==> config.mk <==
export PLATFORM = sky130hd
export DESIGN_NAME = tsr_regbank
export DESIGN_NICKNAME = d
export VERILOG_FILES = /design/src/tsr_pkg.sv /design/src/tsr_regbank.sv /design/src/tsr_pointer.sv /design/src/tsr_control.sv
export SDC_FILE = /design/constraint.sdc
export NUM_CORES = 1
export LEC_CHECK = 0
export BUFFER_PORTS_ARGS = -buffer_cell sky130_fd_sc_hd__buf_4
export CORE_AREA = 2 2 83 61
export CTS_CLUSTER_SIZE = 24
export DETAILED_ROUTE_END_ITERATION = 8
export DIE_AREA = 0 0 85 63
export GPL_ROUTABILITY_DRIVEN = 0
export PLACE_DENSITY = 0.77
export SLEW_MARGIN = 15
export SYNTH_ARGS = -nofsm -noshare
export SYNTH_HDL_FRONTEND = slang
export SYNTH_SLANG_ARGS = --single-unit
==> constraint.sdc <==
create_clock -name clk_sys_i -period 1.7 [get_ports clk_sys_i]
set_input_delay 0.17 -clock clk_sys_i [delete_from_list [all_inputs] [get_ports clk_sys_i]]
set_output_delay 0.17 -clock clk_sys_i [all_outputs]
set_load 0.01 [all_outputs]
==> src/tsr_pkg.sv <==
// Constants, field layouts and carrier types for the sensor register bank.
`default_nettype none
package tsr_pkg;

    ////////////////////////////////////////////////////////////////////////////
    localparam logic [7:0] PTR_FEATURE_REPORT = 8'h00;
    localparam logic [7:0] PTR_SENSOR_CONTROL = 8'h01;
    localparam logic [7:0] PTR_RESET = 8'h00;

    ////////////////////////////////////////////////////////////////////////////
    // Fixed capability fields.
    localparam logic [9:0] CAP_RESERVED_BITS = 10'h000;
    localparam logic CAP_ADDRESS_PIN_VOLTAGE_STANDOFF = 1'b1;
    localparam logic [1:0] CAP_RESOLUTION_FIELD = 2'h2;
    localparam logic CAP_NEGATIVE_RANGE_SUPPORT = 1'b1;
    localparam logic CAP_ACCURACY_GRADE = 1'b1;
    localparam logic CAP_ALARM_CAPABILITY = 1'b1;

    ////////////////////////////////////////////////////////////////////////////
    // Control field positions and reset value.
    localparam int CTL_HYST_LSB = 9;
    localparam int CTL_SHUTDOWN_BIT = 8;
    localparam int CTL_CRIT_LOCK_BIT = 7;
    localparam int CTL_WIN_LOCK_BIT = 6;
    localparam int CTL_EVENT_STATUS_BIT = 4;
    localparam logic [15:0] CTL_RESET = 16'h0000;

    ////////////////////////////////////////////////////////////////////////////
    // Hysteresis codes and margins in units of one result LSB (0.125 degC).
    localparam logic [1:0] HYST_OFF = 2'h0;
    localparam logic [1:0] HYST_1P5 = 2'h1;
    localparam logic [1:0] HYST_3P0 = 2'h2;
    localparam logic [1:0] HYST_6P0 = 2'h3;
    localparam logic [5:0] MARGIN_OFF = 6'h00;
    localparam logic [5:0] MARGIN_1P5 = 6'h0C;
    localparam logic [5:0] MARGIN_3P0 = 6'h18;
    localparam logic [5:0] MARGIN_6P0 = 6'h30;

    ////////////////////////////////////////////////////////////////////////////
    typedef struct packed {
        logic [9:0] reserved_bits;
        logic address_pin_voltage_standoff;
        logic [1:0] resolution_field;
        logic negative_range_support;
        logic accuracy_grade;
        logic alarm_capability;
    } tsr_feature_t;

    typedef struct packed {
        logic [4:0] reserved_bits;
        logic [1:0] hysteresis_select;
        logic sensor_shutdown;
        logic critical_limit_lock;
        logic window_limit_lock;
        logic critical_only_event;
        logic event_status;
        logic event_output_enable;
        logic event_freeze;
        logic event_polarity;
        logic event_mode;
    } tsr_control_t;

    localparam tsr_feature_t FEATURE_WORD = '{
        reserved_bits: CAP_RESERVED_BITS,
        address_pin_voltage_standoff: CAP_ADDRESS_PIN_VOLTAGE_STANDOFF,
        resolution_field: CAP_RESOLUTION_FIELD,
        negative_range_support: CAP_NEGATIVE_RANGE_SUPPORT,
        accuracy_grade: CAP_ACCURACY_GRADE,
        alarm_capability: CAP_ALARM_CAPABILITY
    };

    ////////////////////////////////////////////////////////////////////////////
    // Maps a hysteresis select code to its margin.
    function automatic logic [5:0] hyst_margin(input logic [1:0] sel);
        logic [5:0] m;
        m = MARGIN_OFF;
        case (sel)
            HYST_1P5: m = MARGIN_1P5;
            HYST_3P0: m = MARGIN_3P0;
            HYST_6P0: m = MARGIN_6P0;
            default: m = MARGIN_OFF;
        endcase
        return m;
    endfunction

    // True when a pointer selects a location of this bank.
    function automatic logic ptr_is(input logic [7:0] ptr, input logic [7:0] loc);
        return ptr == loc;
    endfunction

endpackage
`default_nettype wire

==> src/tsr_regbank.sv <==
// Top of the sensor register bank: feature report and sensor control words.
`timescale 1ns/1ps
`default_nettype none

module tsr_regbank (
    input wire logic clk_sys_i,
    input wire logic resetn_i,
    input wire logic ce_i,
    input wire logic ptr_load_i,
    input wire logic [7:0] ptr_i,
    input wire logic wr_en_i,
    input wire logic [15:0] wr_data_i,
    input wire logic rd_en_i,
    input wire logic event_active_i,
    output logic [15:0] rd_data_o,
    output logic rd_hit_o,
    output logic [7:0] ptr_o,
    output tsr_pkg::tsr_control_t ctl_o,
    output logic [5:0] hyst_margin_o,
    output logic sensor_enable_o,
    output logic event_allowed_o,
    output logic event_clear_o,
    output logic crit_limit_locked_o,
    output logic win_limits_locked_o
);

    ////////////////////////////////////////////////////////////////////////////
    logic [7:0] ptr_cur;
    logic feature_sel;
    logic control_sel;
    tsr_pkg::tsr_control_t ctl_cur;
    tsr_pkg::tsr_control_t ctl_view;
    logic ctl_wr;
    logic clear_pulse;
    logic [15:0] rd_mux;
    logic rd_hit_d;

    logic [15:0] rd_data_q;
    logic rd_hit_q;
    tsr_pkg::tsr_control_t ctl_out_q;
    logic [5:0] hyst_margin_q;
    logic sensor_enable_q;
    logic event_allowed_q;
    logic event_clear_q;
    logic crit_lock_q;
    logic win_lock_q;

    ////////////////////////////////////////////////////////////////////////////
    tsr_pointer u_pointer (
        .clk_sys_i(clk_sys_i),
        .resetn_i(resetn_i),
        .ce_i(ce_i),
        .ptr_load_i(ptr_load_i),
        .ptr_i(ptr_i),
        .ptr_o(ptr_cur),
        .feature_sel_o(feature_sel),
        .control_sel_o(control_sel)
    );

    // A write to the feature location is accepted upstream but changes nothing.
    assign ctl_wr = wr_en_i & control_sel;

    tsr_control u_control (
        .clk_sys_i(clk_sys_i),
        .resetn_i(resetn_i),
        .ce_i(ce_i),
        .wr_i(ctl_wr),
        .wr_data_i(wr_data_i),
        .ctl_o(ctl_cur),
        .event_clear_o(clear_pulse)
    );

    ////////////////////////////////////////////////////////////////////////////
    // Status bit mirrors the live event state and reads 0 in shutdown, so it is never stale after a clear.
    always_comb begin
        ctl_view = ctl_cur;
        ctl_view.reserved_bits = '0;
        ctl_view.event_status = event_active_i & ~ctl_cur.sensor_shutdown;
    end

    assign rd_mux = feature_sel ? 16'(tsr_pkg::FEATURE_WORD) :
                    control_sel ? 16'(ctl_view) :
                    16'h0000;
    assign rd_hit_d = feature_sel | control_sel;

    ////////////////////////////////////////////////////////////////////////////
    always_ff @(posedge clk_sys_i) begin
        if (!resetn_i) begin
            rd_data_q <= 16'h0000;
            rd_hit_q <= 1'b0;
        end else if (ce_i && rd_en_i) begin
            rd_data_q <= rd_mux;
            rd_hit_q <= rd_hit_d;
        end
    end

    always_ff @(posedge clk_sys_i) begin
        if (!resetn_i) begin
            ctl_out_q <= tsr_pkg::tsr_control_t'(tsr_pkg::CTL_RESET);
            hyst_margin_q <= tsr_pkg::MARGIN_OFF;
            sensor_enable_q <= 1'b0;
            event_allowed_q <= 1'b0;
            event_clear_q <= 1'b0;
            crit_lock_q <= 1'b0;
            win_lock_q <= 1'b0;
        end else if (ce_i) begin
            ctl_out_q <= ctl_view;
            hyst_margin_q <= tsr_pkg::hyst_margin(ctl_cur.hysteresis_select);
            sensor_enable_q <= ~ctl_cur.sensor_shutdown;
            event_allowed_q <= ctl_cur.event_output_enable & ~ctl_cur.sensor_shutdown;
            event_clear_q <= clear_pulse;
            crit_lock_q <= ctl_cur.critical_limit_lock;
            win_lock_q <= ctl_cur.window_limit_lock;
        end
    end

    assign rd_data_o = rd_data_q;
    assign rd_hit_o = rd_hit_q;
    assign ptr_o = ptr_cur;
    assign ctl_o = ctl_out_q;
    assign hyst_margin_o = hyst_margin_q;
    assign sensor_enable_o = sensor_enable_q;
    assign event_allowed_o = event_allowed_q;
    assign event_clear_o = event_clear_q;
    assign crit_limit_locked_o = crit_lock_q;
    assign win_limits_locked_o = win_lock_q;

endmodule

`default_nettype wire

==> src/tsr_pointer.sv <==
// Pointer register and location decode for the sensor register bank.
`timescale 1ns/1ps
`default_nettype none

module tsr_pointer (
    input wire logic clk_sys_i,
    input wire logic resetn_i,
    input wire logic ce_i,
    input wire logic ptr_load_i,
    input wire logic [7:0] ptr_i,
    output logic [7:0] ptr_o,
    output logic feature_sel_o,
    output logic control_sel_o
);

    logic [7:0] ptr_q;
    logic [7:0] ptr_d;

    ////////////////////////////////////////////////////////////////////////////
    assign ptr_d = ptr_load_i ? ptr_i : ptr_q;
    assign ptr_o = ptr_q;
    assign feature_sel_o = tsr_pkg::ptr_is(ptr_q, tsr_pkg::PTR_FEATURE_REPORT);
    assign control_sel_o = tsr_pkg::ptr_is(ptr_q, tsr_pkg::PTR_SENSOR_CONTROL);

    always_ff @(posedge clk_sys_i) begin
        if (!resetn_i) begin
            ptr_q <= tsr_pkg::PTR_RESET;
        end else if (ce_i) begin
            ptr_q <= ptr_d;
        end
    end

endmodule

`default_nettype wire

==> src/tsr_control.sv <==
// Storage of the control word with its lock and write-effect behaviour.
`timescale 1ns/1ps
`default_nettype none

module tsr_control (
    input wire logic clk_sys_i,
    input wire logic resetn_i,
    input wire logic ce_i,
    input wire logic wr_i,
    input wire logic [15:0] wr_data_i,
    output tsr_pkg::tsr_control_t ctl_o,
    output logic event_clear_o
);

    tsr_pkg::tsr_control_t ctl_q;
    tsr_pkg::tsr_control_t ctl_d;
    tsr_pkg::tsr_control_t wr_word;
    logic locked;
    logic event_clear_q;
    logic event_clear_d;
    logic shutdown_may_set;
    logic crit_lock_next;

    ////////////////////////////////////////////////////////////////////////////
    assign wr_word = tsr_pkg::tsr_control_t'(wr_data_i);
    assign locked = ctl_q.critical_limit_lock | ctl_q.window_limit_lock;
    assign event_clear_d = wr_i & wr_word.event_status;
    // Shutdown may always be cleared, but set only while unlocked.
    assign shutdown_may_set = !locked | ctl_q.sensor_shutdown;
    assign crit_lock_next = ctl_q.critical_limit_lock | wr_word.critical_limit_lock;

    always_comb begin
        ctl_d = ctl_q;
        if (wr_i) begin
            ctl_d.reserved_bits = '0;
            // Margin only changes while neither lock holds.
            if (!locked) begin
                ctl_d.hysteresis_select = wr_word.hysteresis_select;
            end
            ctl_d.sensor_shutdown = wr_word.sensor_shutdown & shutdown_may_set;
            ctl_d.critical_limit_lock = crit_lock_next;
            ctl_d.window_limit_lock = wr_word.window_limit_lock;
            ctl_d.critical_only_event = wr_word.critical_only_event;
            ctl_d.event_status = 1'b0;
            ctl_d.event_output_enable = wr_word.event_output_enable;
            ctl_d.event_freeze = wr_word.event_freeze;
            ctl_d.event_polarity = wr_word.event_polarity;
            ctl_d.event_mode = wr_word.event_mode;
        end
    end

    assign ctl_o = ctl_q;
    assign event_clear_o = event_clear_q;

    always_ff @(posedge clk_sys_i) begin
        if (!resetn_i) begin
            ctl_q <= tsr_pkg::tsr_control_t'(tsr_pkg::CTL_RESET);
            event_clear_q <= 1'b0;
        end else if (ce_i) begin
            ctl_q <= ctl_d;
            event_clear_q <= event_clear_d;
        end
    end

endmodule

`default_nettype wire

### Word level (Yosys, flattened, before mapping)

Index checks and enable logic that the tools add are counted.

* equal/unequal tests: 4
* multiplexer cells: 3
* bitwise operators: 11
* reduce and logical (&&, ||, !) cells: 6

Operators with widths (count)
* $mux W11: 2
* $pmux W6 S3: 1
* $eq A8 B1 Y1 const B: 1
* $logic_not A8 Y1: 1
* $and A1 B1 Y1: 5
* $eq A2 B2 Y1 const B: 2
* $or A1 B1 Y1: 4
* $reduce_and A2 Y1: 2
* $reduce_and A3 Y1: 1
* $eq A2 B1 Y1 const B: 1
* $not A1 Y1: 2
* $logic_and A1 B1 Y1: 1
* $logic_not A1 Y1: 1

* bits in registers: 56
* output and inout port bits: 52

### Longest topological paths before layout

Gate-level depths: netlist (run 1).

* depth in word-level cells: 4
* mapped depth: 5
* depth with buffers taken out: 4

### Hierarchy

Synthesis (run 1) repeated with hierarchy kept, for this count alone.

* cell total of the unflattened synthesis: 235
* area total of the unflattened synthesis: 2242.2 um2

Modules (own cells, without submodules)
* tsr_regbank: times used 1, cells each 139, area each 1377.6 um2, sequential area each 600.6 um2
* tsr_control: times used 1, cells each 53, area each 514.2 um2, sequential area each 220.2 um2
* tsr_pointer: times used 1, cells each 43, area each 350.3 um2, sequential area each 160.2 um2

### Worst setup path after synthesis (run 1)

No wires, ideal clock.

* kind: reg-to-reg
* from: reg u_pointer.ptr_q[3], in the netlist u_pointer.ptr_o[3]
* to: reg u_control.ctl_q (netlist bit u_control.ctl_o[8])
* library setup time: 0.119 ns
* data arrival time: 1.357 ns
* required time: 1.581 ns
* path slack: 0.224 ns
* stages on the path, launching flop included: 4
* cell sequence: dfxtp_1 > nor4_4 > nand3_4 > o221a_1

* cells in the longest elaborated chain, start to end: 3

Ends and longest elaborated chain
* from (decl): RTL line tsr_pointer.sv:16 `logic [7:0] ptr_q;`
* from (signal assigned): RTL line tsr_pointer.sv:27 `ptr_q <= tsr_pkg::PTR_RESET;`
* from (signal assigned): RTL line tsr_pointer.sv:29 `ptr_q <= ptr_d;`
* $eq A8 B1 Y1: RTL line tsr_pkg.sv:88 `return ptr == loc;`
* $and A1 B1 Y1: RTL line tsr_regbank.sv:61 `assign ctl_wr = wr_en_i & control_sel;`
* $reduce_and A2 Y1 (no source line)
* to (signal assigned): RTL line tsr_control.sv:57 `ctl_q <= tsr_pkg::tsr_control_t'(tsr_pkg::CTL_RESET);`
* to (signal assigned): RTL line tsr_control.sv:60 `ctl_q <= ctl_d;`
* to (decl): RTL line tsr_control.sv:15 `tsr_pkg::tsr_control_t ctl_q;`

No other way between the ends.
A chain may end at the register's enable or synchronous reset.

### Worst setup path in the final report (run 1)

* from: reg u_pointer.ptr_q[3], in the netlist u_pointer.ptr_o[3]
* to: reg u_control.ctl_q (netlist bit u_control.ctl_o[9])

* cells in the longest elaborated chain, start to end: 3

Ends and longest elaborated chain (RTL line)
* $eq A8 B1 Y1: tsr_pkg.sv:88
* $and A1 B1 Y1: tsr_regbank.sv:61
* $reduce_and A3 Y1 (no source line)

No other way between the ends.

==> results.json, run 1 <==
{
  "core_area_sq_mm": 0.004598,
  "ys.warnings.count": 0,
  "cp.required_ps": 1940,
  "status": "complete, no violations",
  "yosysSeqAreaShare": 0.4601,
  "cp-start-kind": "register",
  "first_pass_iters": 4,
  "routedWlPerCell_um": 13.13,
  "path_clk_slew_ps": 80,
  "area_growth_pct": 27.00,
  "ir_drop_mv": 0.4483,
  "p_sw_frac": 0.2432,
  "clkLatencyLatePin_ps": 310,
  "r2r_slack_ps": 310,
  "synth_cell_types": 26,
  "crit-reg2reg-launch": "u_pointer.ptr_o[3]",
  "route.detailed.drc": 0,
  "combPwrFrac": 0.119,
  "fin_nets": 326,
  "fin_setup_tns_ps": 0,
  "cp_data_arrival_time_ps": 1630,
  "vias": 1737,
  "cts_sinks": 49,
  "slew_viol_final": 0,
  "floorplan.die.height_um": 63,
  "layout-drive-gt1-share": 0.2808,
  "p_switching_uw": 521.0,
  "hold_end": "u_control.ctl_o[1]",
  "drt_iter0_markers": 43,
  "slowest_delay_ps": 440,
  "finalSetupViolCount": 0,
  "routed_wl_um": 4583,
  "grt_first_pass_wirelength_um": 7665,
  "p_per_area_mw_per_mm2": 791.2,
  "p_seq_frac": 0.557,
  "die-area_sq_mm": 0.005355,
  "finClkSkew_ps": 3.638,
  "clockBufferDepth": 2,
  "overflow": 0,
  "syn_area_per_cell_sq_um": 9.230,
  "synth_seq_cells": 49,
  "post-cts-setup-buffers": 0,
  "worstSetupEndpointType": "register",
  "synth_top_area_frac": 0.4601,
  "ctsHtreeMaxLevel": 2,
  "grt_pass1_vias": 1621,
  "crit_path_cell_trace": "nor4_4 > and4_4 > mux2i_1",
  "ios": 83,
  "min_path_cells": 3,
  "fin_util": 0.5888,
  "grt_max_degree": 28,
  "cp_max_fo": 4,
  "holdWs_ps": 107.6,
  "syn_area_sq_mm": 0.002132,
  "cts_tree": "done",
  "grt_use_total": 0.1819,
  "floorplan.initialDensity": 0.4637,
  "ctsResizeCount": 0,
  "die_w_um": 85,
  "crit_family": "simple AND/OR/NAND/NOR gates",
  "slowest_stage": "nor4_4",
  "synth_top_area_cell": "dfxtp_1",
  "antenna_found_initial": 0,
  "p_int_mw": 1.621,
  "max_freq_ghz": 0.7195,
  "crit_buf_inv": 0,
  "worst-setup-path-type": "reg -> reg",
  "cts_buffers": 5,
  "hpwl_um": 3380,
  "ctsHoldBuffers": 0,
  "diodes": 0,
  "core.rowCount": 21,
  "p_clk_frac": 0.324,
  "antenna_left": 0,
  "max_cap_violations": 0,
  "fin_crit_ps": 1390,
  "reg2reg_to": "u_control.ctl_o[9]",
  "fin_crit_sh": 0.8175,
  "synth.area.top_cells": "dfxtp_1 46%, mux2i_1 10%, nand2_1 6.5%",
  "synthCells": 231,
  "worstHoldPathType": "in -> reg",
  "min_from": "wr_data_i[1]",
  "io_buffers": 65,
  "viasPerCell": 4.977,
  "rsz0062_at_grt": "false",
  "p_leak_nw": 1.221,
  "root_buffer": "clkbuf_8",
  "hold_violations": 0,
  "reg2regPathDepth": 3
}
## state kept, by name (all words and copies together), names as in the netlist
name	flops
rd_data_o	11
u_control.ctl_o	10
ctl_o	9
u_pointer.ptr_o	8
hyst_margin_o	4
crit_limit_locked_o	1
event_allowed_o	1
event_clear_o	1
rd_hit_o	1
sensor_enable_o	1
u_control.event_clear_o	1
win_limits_locked_o	1
## power groups by stage
| stage | Combinational [mW] | Clock [mW] | Sequential (mW) |
|---|---|---|---|
| 2_1_floorplan | 0.148 | 0 | 1.23 |
| 3_3_place_gp | 0.251 | 0 | 1.22 |
| 5_1_grt | 0.281 | 0.765 | 1.20 |
| 6_report | 0.255 | 0.693 | 1.19 |
| 4_1_cts | 0.255 | 0.711 | 1.19 |
| 3_5_place_dp | 0.255 | 0 | 1.22 |
## metal layers
metal  vias to the layer above  track usage  routed length (um)
met1                       814       0.2441                2261
met3                         8      0.05812                 290
met4                         0      0.07738                  82
li1                        870            -                   -
met2                        45       0.2676                1950
met5                         -            0                   0
## cell usage in the layout (no fill, tap or decap)
| cell | synthesis | layout |
|---|---|---|
| a21boi_0 | 18 | 18 |
| a21oi_1 | 1 | 1 |
| and2_1 | 7 | 7 |
| and3_1 | 1 | 1 |
| and4_4 | 1 | 1 |
| buf_4 | 14 | 72 |
| clkbuf_1 | 13 | 1 |
| clkbuf_8 | 0 | 6 |
| conb_1 | 1 | 12 |
| dfxtp_1 | 49 | 49 |
| ha_1 | 3 | 3 |
| inv_1 | 3 | 3 |
| mux2i_1 | 22 | 22 |
| nand2_1 | 37 | 37 |
| nand2b_1 | 2 | 2 |
| nand3_1 | 16 | 16 |
| nand3_4 | 1 | 1 |
| nand3b_1 | 1 | 1 |
| nand4_1 | 7 | 7 |
| nor2_1 | 2 | 2 |
| nor2b_1 | 18 | 18 |
| nor3_2 | 1 | 1 |
| nor4_4 | 1 | 1 |
| o211a_1 | 1 | 1 |
| o21ai_0 | 8 | 8 |
| o221a_1 | 1 | 1 |
## worst max-delay path by stage
stage	slack [ps]	start	cells past startpoint	to
CTS	310	u_pointer.ptr_o[3]	3	u_control.ctl_o[9]
global placement	360	u_pointer.ptr_o[3]	3	u_control.ctl_o[9]
global route	210	u_pointer.ptr_o[3]	4	rd_data_o[9]
floorplan	220	u_pointer.ptr_o[3]	3	u_control.ctl_o[8]
finish	310	u_pointer.ptr_o[3]	3	u_control.ctl_o[9]
detailed placement	340	u_pointer.ptr_o[3]	3	u_control.ctl_o[9]
## logic make-up after synthesis
logic type | Yosys count | synth area share
mux | 22 | 0.1033
compound gates | 29 | 0.09448
simple gates | 95 | 0.2406
flops | 49 | 0.4601
other cells | 1 | 0.001759
fa+ha+maj | 3 | 0.01761
buf+inv | 32 | 0.08216
## area by class of cell
cell class | instances | area (sq um)
Multi-Input combinational cell | 161 | 1017
Fill cell | 419 | 1891
Inverter | 3 | 11.26
Sequential cell | 49 | 980.9
Clock buffer | 7 | 86.33
Timing Repair Buffer | 72 | 540.5
Tap cell | 57 | 71.32
## cell usage after synthesis, drive strengths merged
| cell type | count |
|---|---|
| and4 | 1 |
| nand3 | 17 |
| nand2b | 2 |
| o21ai | 8 |
| nand4 | 7 |
| o221a | 1 |
| clkbuf | 13 |
| mux2i | 22 |
| nor2 | 2 |
| a21boi | 18 |
| nor2b | 18 |
| inv | 3 |
| and2 | 7 |
| nand3b | 1 |
| nor4 | 1 |
| and3 | 1 |
| nor3 | 1 |
| a21oi | 1 |
| buf | 16 |
| o211a | 1 |
| conb | 1 |
| nand2 | 37 |
| ha | 3 |
| dfxtp | 49 |
## worst register-to-register path, stage by stage (launching register included)
cell     delay (ps)
dfxtp_1         360
nor4_4          440
and4_4          330
mux2i_1         190
## per-stage QoR
step,power (mW),cells,cell area (sq um),worst slack (ps)
after floorplan,1.378,242,2173,224.1
after global placement,1.471,342,2621,362.3
after detailed placement,1.477,342,2621,337.8
after CTS,2.161,349,2708,305.2
after global routing,2.245,349,2708,205.1
final,2.142,349,2708,310.2
No activity file was read; power rests on OpenSTA's default activity.
==> run 2, diff against run 1 <==
Clock period 1.7 ns to 1.35 ns, I/O delays scaled along.
==> run 2 against run 1 <==
Critical path depth increased by 2. Register-to-register slack got worse by 250 ps. Power is 25% higher. Worst setup slack got worse by 250 ps. Final area rose by 1.8%. Largest cell class unchanged.
==> results.json, run 2 (synthesized netlist as in run 1, its figures left out) <==
{
  "status": "complete, no violations",
  "grt_use_total": 0.1696,
  "die-area_sq_mm": 0.005355,
  "cp_data_arrival_time_ps": 1520,
  "floorplan.die.height_um": 63,
  "slowest_stage": "dfxtp_2",
  "p_per_area_mw_per_mm2": 974.1,
  "fin_total_pwr_mw": 2.685,
  "p_clk_frac": 0.313,
  "mostFrequentLayoutCells": "72 x buf_4, 47 x dfxtp_1, 37 x nand2_1",
  "met3_length_um": 261,
  "worstHoldPathType": "in -> reg",
  "io_buffers": 65,
  "fin_crit_sh": 0.9577,
  "max_cap_violations": 0,
  "overflow": 0,
  "first_pass_iters": 4,
  "place_area_sq_mm": 0.002655,
  "die_w_um": 85,
  "reg2reg_to": "rd_data_o[8]",
  "cp_max_fo": 7,
  "crit_buf_inv": 2,
  "floorplan.initialDensity": 0.4637,
  "core_area_sq_mm": 0.004598,
  "path_clk_slew_ps": 90,
  "p_switching_uw": 677.3,
  "hpwl_um": 3331,
  "max_freq_ghz": 0.7734,
  "crit_family": "simple AND/OR/NAND/NOR gates",
  "finClkSkew_ps": 5.167,
  "clkLatencyLatePin_ps": 300,
  "min_path_cells": 3,
  "crit_top_cell": "buf_4",
  "mostFrequentLayoutCell": "buf_4",
  "rsz0062_at_grt": "true",
  "crit_path_cell_trace": "nor4_4 > buf_4 > buf_4 > nand4_1 > a21boi_0",
  "hold_violations": 0,
  "ir_drop_mv": 0.6512,
  "min_from": "wr_data_i[0]",
  "antenna_left": 0,
  "routedWlPerCell_um": 12.88,
  "clockBufferDepth": 2,
  "grt_pass1_vias": 1568,
  "r2r_slack_ps": 60,
  "cp-start-kind": "register",
  "fin_nets": 328,
  "reg2regPathDepth": 5,
  "ctsHtreeMaxLevel": 2,
  "crit-reg2reg-launch": "u_pointer.ptr_o[4]",
  "p_leak_nw": 1.246,
  "vias": 1706,
  "grt_max_degree": 33,
  "slew_viol_final": 0,
  "hold_end": "u_control.ctl_o[0]",
  "p_int_mw": 2.008,
  "worst-setup-path-type": "reg -> reg",
  "layout-drive-gt1-share": 0.2983,
  "fin_util": 0.5995,
  "wl_met2_um": 1981,
  "root_buffer": "clkbuf_8",
  "cp.required_ps": 1580,
  "combPwrFrac": 0.126,
  "drt_iter0_markers": 62,
  "p_seq_frac": 0.561,
  "route.detailed.drc": 0,
  "area_growth_pct": 29.28,
  "fin_crit_ps": 1293,
  "met1_length_um": 2212,
  "fin_area_sq_mm": 0.002756,
  "core.rowCount": 21,
  "finalSetupViolCount": 0,
  "top_layer_used": "met4",
  "viasPerCell": 4.847,
  "p_sw_frac": 0.2523,
  "cts_tree": "done",
  "cts_sinks": 49,
  "worstSetupEndpointType": "register",
  "holdWs_ps": 71.12,
  "routed_wl_um": 4534,
  "largest_reg_flops": 11,
  "ios": 83,
  "diodes": 0,
  "cts_buffers": 5,
  "grt_first_pass_wirelength_um": 7210,
  "antenna_found_initial": 0,
  "slowest_delay_ps": 350
}
==> run 2: cell types whose count changed in the layout (fill, tap and decap cells not counted), moves of 2 or more <==
cell,before,now
clkinv_2,0,2
buf_12,0,2
a21boi_0,18,16
dfxtp_1,49,47
a21boi_1,0,2
dfxtp_2,0,2
==> run 2: worst max-delay path by stage <==
stage | startpoint | end | slack, ps | depth (start not counted)
after floorplan | u_pointer.ptr_o[6] | u_control.ctl_o[8] | -80 | 3
after global placement | u_pointer.ptr_o[6] | u_control.ctl_o[9] | 30 | 3
after detailed placement | u_pointer.ptr_o[6] | rd_data_o[8] | -4 | 4
after CTS | u_pointer.ptr_o[7] | rd_data_o[10] | 60 | 4
after global routing | u_pointer.ptr_o[4] | rd_data_o[2] | -6 | 4
final | u_pointer.ptr_o[4] | rd_data_o[8] | 60 | 5
==> run 2: power by group through the flow <==
stage | logic, mW | clock network, mW | registers, mW
3_5_place_dp | 0.327 | 0 | 1.54
4_1_cts | 0.333 | 0.862 | 1.51
3_3_place_gp | 0.322 | 0 | 1.54
2_1_floorplan | 0.187 | 0 | 1.55
5_1_grt | 0.366 | 0.926 | 1.51
6_report | 0.338 | 0.841 | 1.51
==> run 2: cell type report <==
type                       count  area [sq um]
clock buffer                   5         68.82
clock inverter                 3         17.52
timing repair buffer          74         580.6
multi-input combinational    161          1023
tap                           57         71.32
inverter                       3         11.26
sequential                    49         983.4
fill                         424          1842
==> run 2: worst register-to-register path, stage by stage, from the launching register on <==
cell	delay [ps]
dfxtp_2	350
nor4_4	260
buf_4	180
buf_4	140
nand4_1	100
a21boi_0	200
==> run 2: timing repair <==
| action | CTS | global route |
|---|---|---|
| buffers inserted | 1 | 1 |
| resized for setup | 0 | 3 |
| hold buffers | 0 | 0 |
| pin swaps | 1 | 1 |
| endpoints found under the setup margin | 7 | 6 |
==> run 2: metal layers <==
layer,vias to the layer above,global-route usage
li1,877,-
met1,783,0.2275
met2,38,0.2539
met3,8,0.05416
met4,0,0.06349
met5,-,0
==> run 2: metrics by stage <==
step / setup TNS [ps] / setup WS (ps) / std cells
finish: 0 / 57.07 / 352
global route: -8.809 / -6.298 / 352
CTS: 0 / 61.61 / 351
detailed placement: -3.634 / -3.634 / 342
global placement: 0 / 34.67 / 342
floorplan: -181.9 / -80.97 / 242
==> run 3, diff against run 2 <==
Settings changed: SETUP_SLACK_MARGIN from default to 0.4.
==> run 3 against run 2 <==
Die area unchanged. Final area up 4.9%. Power up 3.8%. Worst setup slack better by 34 ps. Flip-flop and latch count unchanged. First-iteration DRC count down 42%. Count of clock-buffer cells in the layout up 2. Via count down 1.6%. Clock power up 11%. Fmax up 2.7%. Non-clock buffer count up 2. Wire length up 0.84%. Critical path type unchanged. Largest power group unchanged.
==> results.json, run 3 (synthesized netlist as in run 1, its figures left out) <==
{
  "hold_violations": 0,
  "met2_usage": 0.2646,
  "worstHoldPathType": "in -> reg",
  "cts_sinks": 49,
  "root_buffer": "clkbuf_8",
  "p_switching_uw": 667.3,
  "vias": 1678,
  "p_per_area_mw_per_mm2": 964.7,
  "holdWs_ps": 84.62,
  "route.detailed.drc": 0,
  "grt_pass1_vias": 1591,
  "drt_iter0_markers": 36,
  "slowest_delay_ps": 340,
  "p_leak_nw": 1.293,
  "rsz0062_at_grt": "true",
  "slowest_stage": "dfxtp_2",
  "ir_drop_mv": 0.6515,
  "fin_nets": 330,
  "pre_cts_ws_ps": 28.46,
  "hpwl_um": 3303,
  "busiest_layer": "met2",
  "path_clk_slew_ps": 90,
  "fin_total_pwr_mw": 2.788,
  "fin_crit_ps": 1258,
  "cp_data_arrival_time_ps": 1480,
  "p_clk_frac": 0.335,
  "p_int_mw": 2.121,
  "cts_buffers": 5,
  "status": "complete, no violations",
  "diodes": 0,
  "max_cap_violations": 0,
  "core_area_sq_mm": 0.004598,
  "floorplan.die.height_um": 63,
  "clockBufferDepth": 2,
  "die_w_um": 85,
  "largest_reg_flops": 11,
  "max_freq_ghz": 0.7946,
  "ctsHtreeMaxLevel": 2,
  "cp.required_ps": 1570,
  "ios": 83,
  "area_growth_pct": 35.56,
  "first_pass_iters": 4,
  "viasPerCell": 4.740,
  "mostFrequentLayoutCell": "buf_4",
  "routedWlPerCell_um": 12.92,
  "combPwrFrac": 0.127,
  "io_buffers": 65,
  "fin_area_sq_mm": 0.002890,
  "cp_max_fo": 4,
  "place_inst": 342,
  "finalSetupViolCount": 0,
  "core.rowCount": 21,
  "fillers": 405,
  "antenna_found_initial": 0,
  "cts_tree": "done",
  "p_sw_frac": 0.2393,
  "die-area_sq_mm": 0.005355,
  "place_area_sq_mm": 0.002656,
  "worst-setup-path-type": "reg -> reg",
  "grt_first_pass_wirelength_um": 7638,
  "finClkSkew_ps": 6.553,
  "antenna_left": 0,
  "overflow": 0,
  "fin_crit_sh": 0.9322,
  "mostFrequentLayoutCells": "64 x buf_4, 36 x nand2_1, 33 x dfxtp_1",
  "layout-drive-gt1-share": 0.3704,
  "layout_setup_ws_ps": 91.53,
  "crit_path_cell_trace": "nor4_4 > buf_4 > and4_4 > mux2i_1",
  "fin_cells": 354,
  "slew_viol_final": 0,
  "grt_use_total": 0.1777,
  "floorplan.initialDensity": 0.4637,
  "cp-start-kind": "register",
  "grt_max_degree": 33,
  "routed_wl_um": 4572,
  "clkLatencyLatePin_ps": 290,
  "gr-usage-met1": 0.2541,
  "grt_use_met3": 0.05020,
  "worstSetupEndpointType": "register",
  "p_seq_frac": 0.539
}
run 3: changes by cell type in the layout (fill, tap and decap cells not counted), sizes merged:
cell      change
buf           +2
clkinvlp      -1
clkinv        -1
clkbuf        +2
run 3: path summary, 6_finish.rpt:
| path | endpoint | slack, ps | start | cells past startpoint |
|---|---|---|---|---|
| setup reg to reg | u_control.ctl_o[9] | 90 | u_pointer.ptr_o[4] | 4 |
| hold / removal | u_control.ctl_o[6] | 80 | wr_data_i[6] | 3 |
| hold reg to reg | rd_data_o[7] | 460 | rd_data_o[7] | 2 |
| setup / recovery | u_control.ctl_o[9] | 90 | u_pointer.ptr_o[4] | 4 |
run 3: metrics by stage:
stage / util / TNS [ps]
finish: 0.6286 / 0
global route: 0.6286 / -19.13
CTS: 0.6131 / 0
detailed placement: 0.5777 / 0
global placement: 0.5777 / 0
floorplan: - / -185.4
run 3: final cells by class:
| cell class | count | area [sq um] | area share |
|---|---|---|---|
| timing repair buffer | 76 | 641.9 | 0.2221 |
| multi-input combinational | 161 | 1049 | 0.3628 |
| tap | 57 | 71.32 | 0.02468 |
| clock inverter | 1 | 5.005 | 0.001732 |
| clock buffer | 7 | 96.34 | 0.03333 |
| inverter | 3 | 13.76 | 0.004762 |
| sequential | 49 | 1013 | 0.3506 |
run 3: critical path: cells and delay by family (launching register included):
family / cells / cell delay, ps
mux: 1 / 180
flops: 1 / 340
buf+inv: 1 / 180
simple gates: 2 / 500
run 3: power groups by stage:
| stage | Combinational, mW | Sequential, mW | Clock [mW] |
|---|---|---|---|
| final | 0.353 | 1.50 | 0.933 |
| after global routing | 0.388 | 1.51 | 1.04 |
| after CTS | 0.347 | 1.51 | 0.959 |
| after detailed placement | 0.329 | 1.54 | 0 |
| after global placement | 0.325 | 1.54 | 0 |
| after floorplan | 0.188 | 1.55 | 0 |
run 3: timing repair:
item,CTS,global route
pin swaps,9,8
resized for setup,20,23
setup buffers,4,0
endpoints found under the setup margin,33,42
hold buffers,0,0
run 3: routing by layer:
metal / wire length, um / up-vias
met5: 0 / -
met4: 17 / 0
met3: 237 / 2
met2: 2004 / 38
met1: 2312 / 751
li1: - / 887
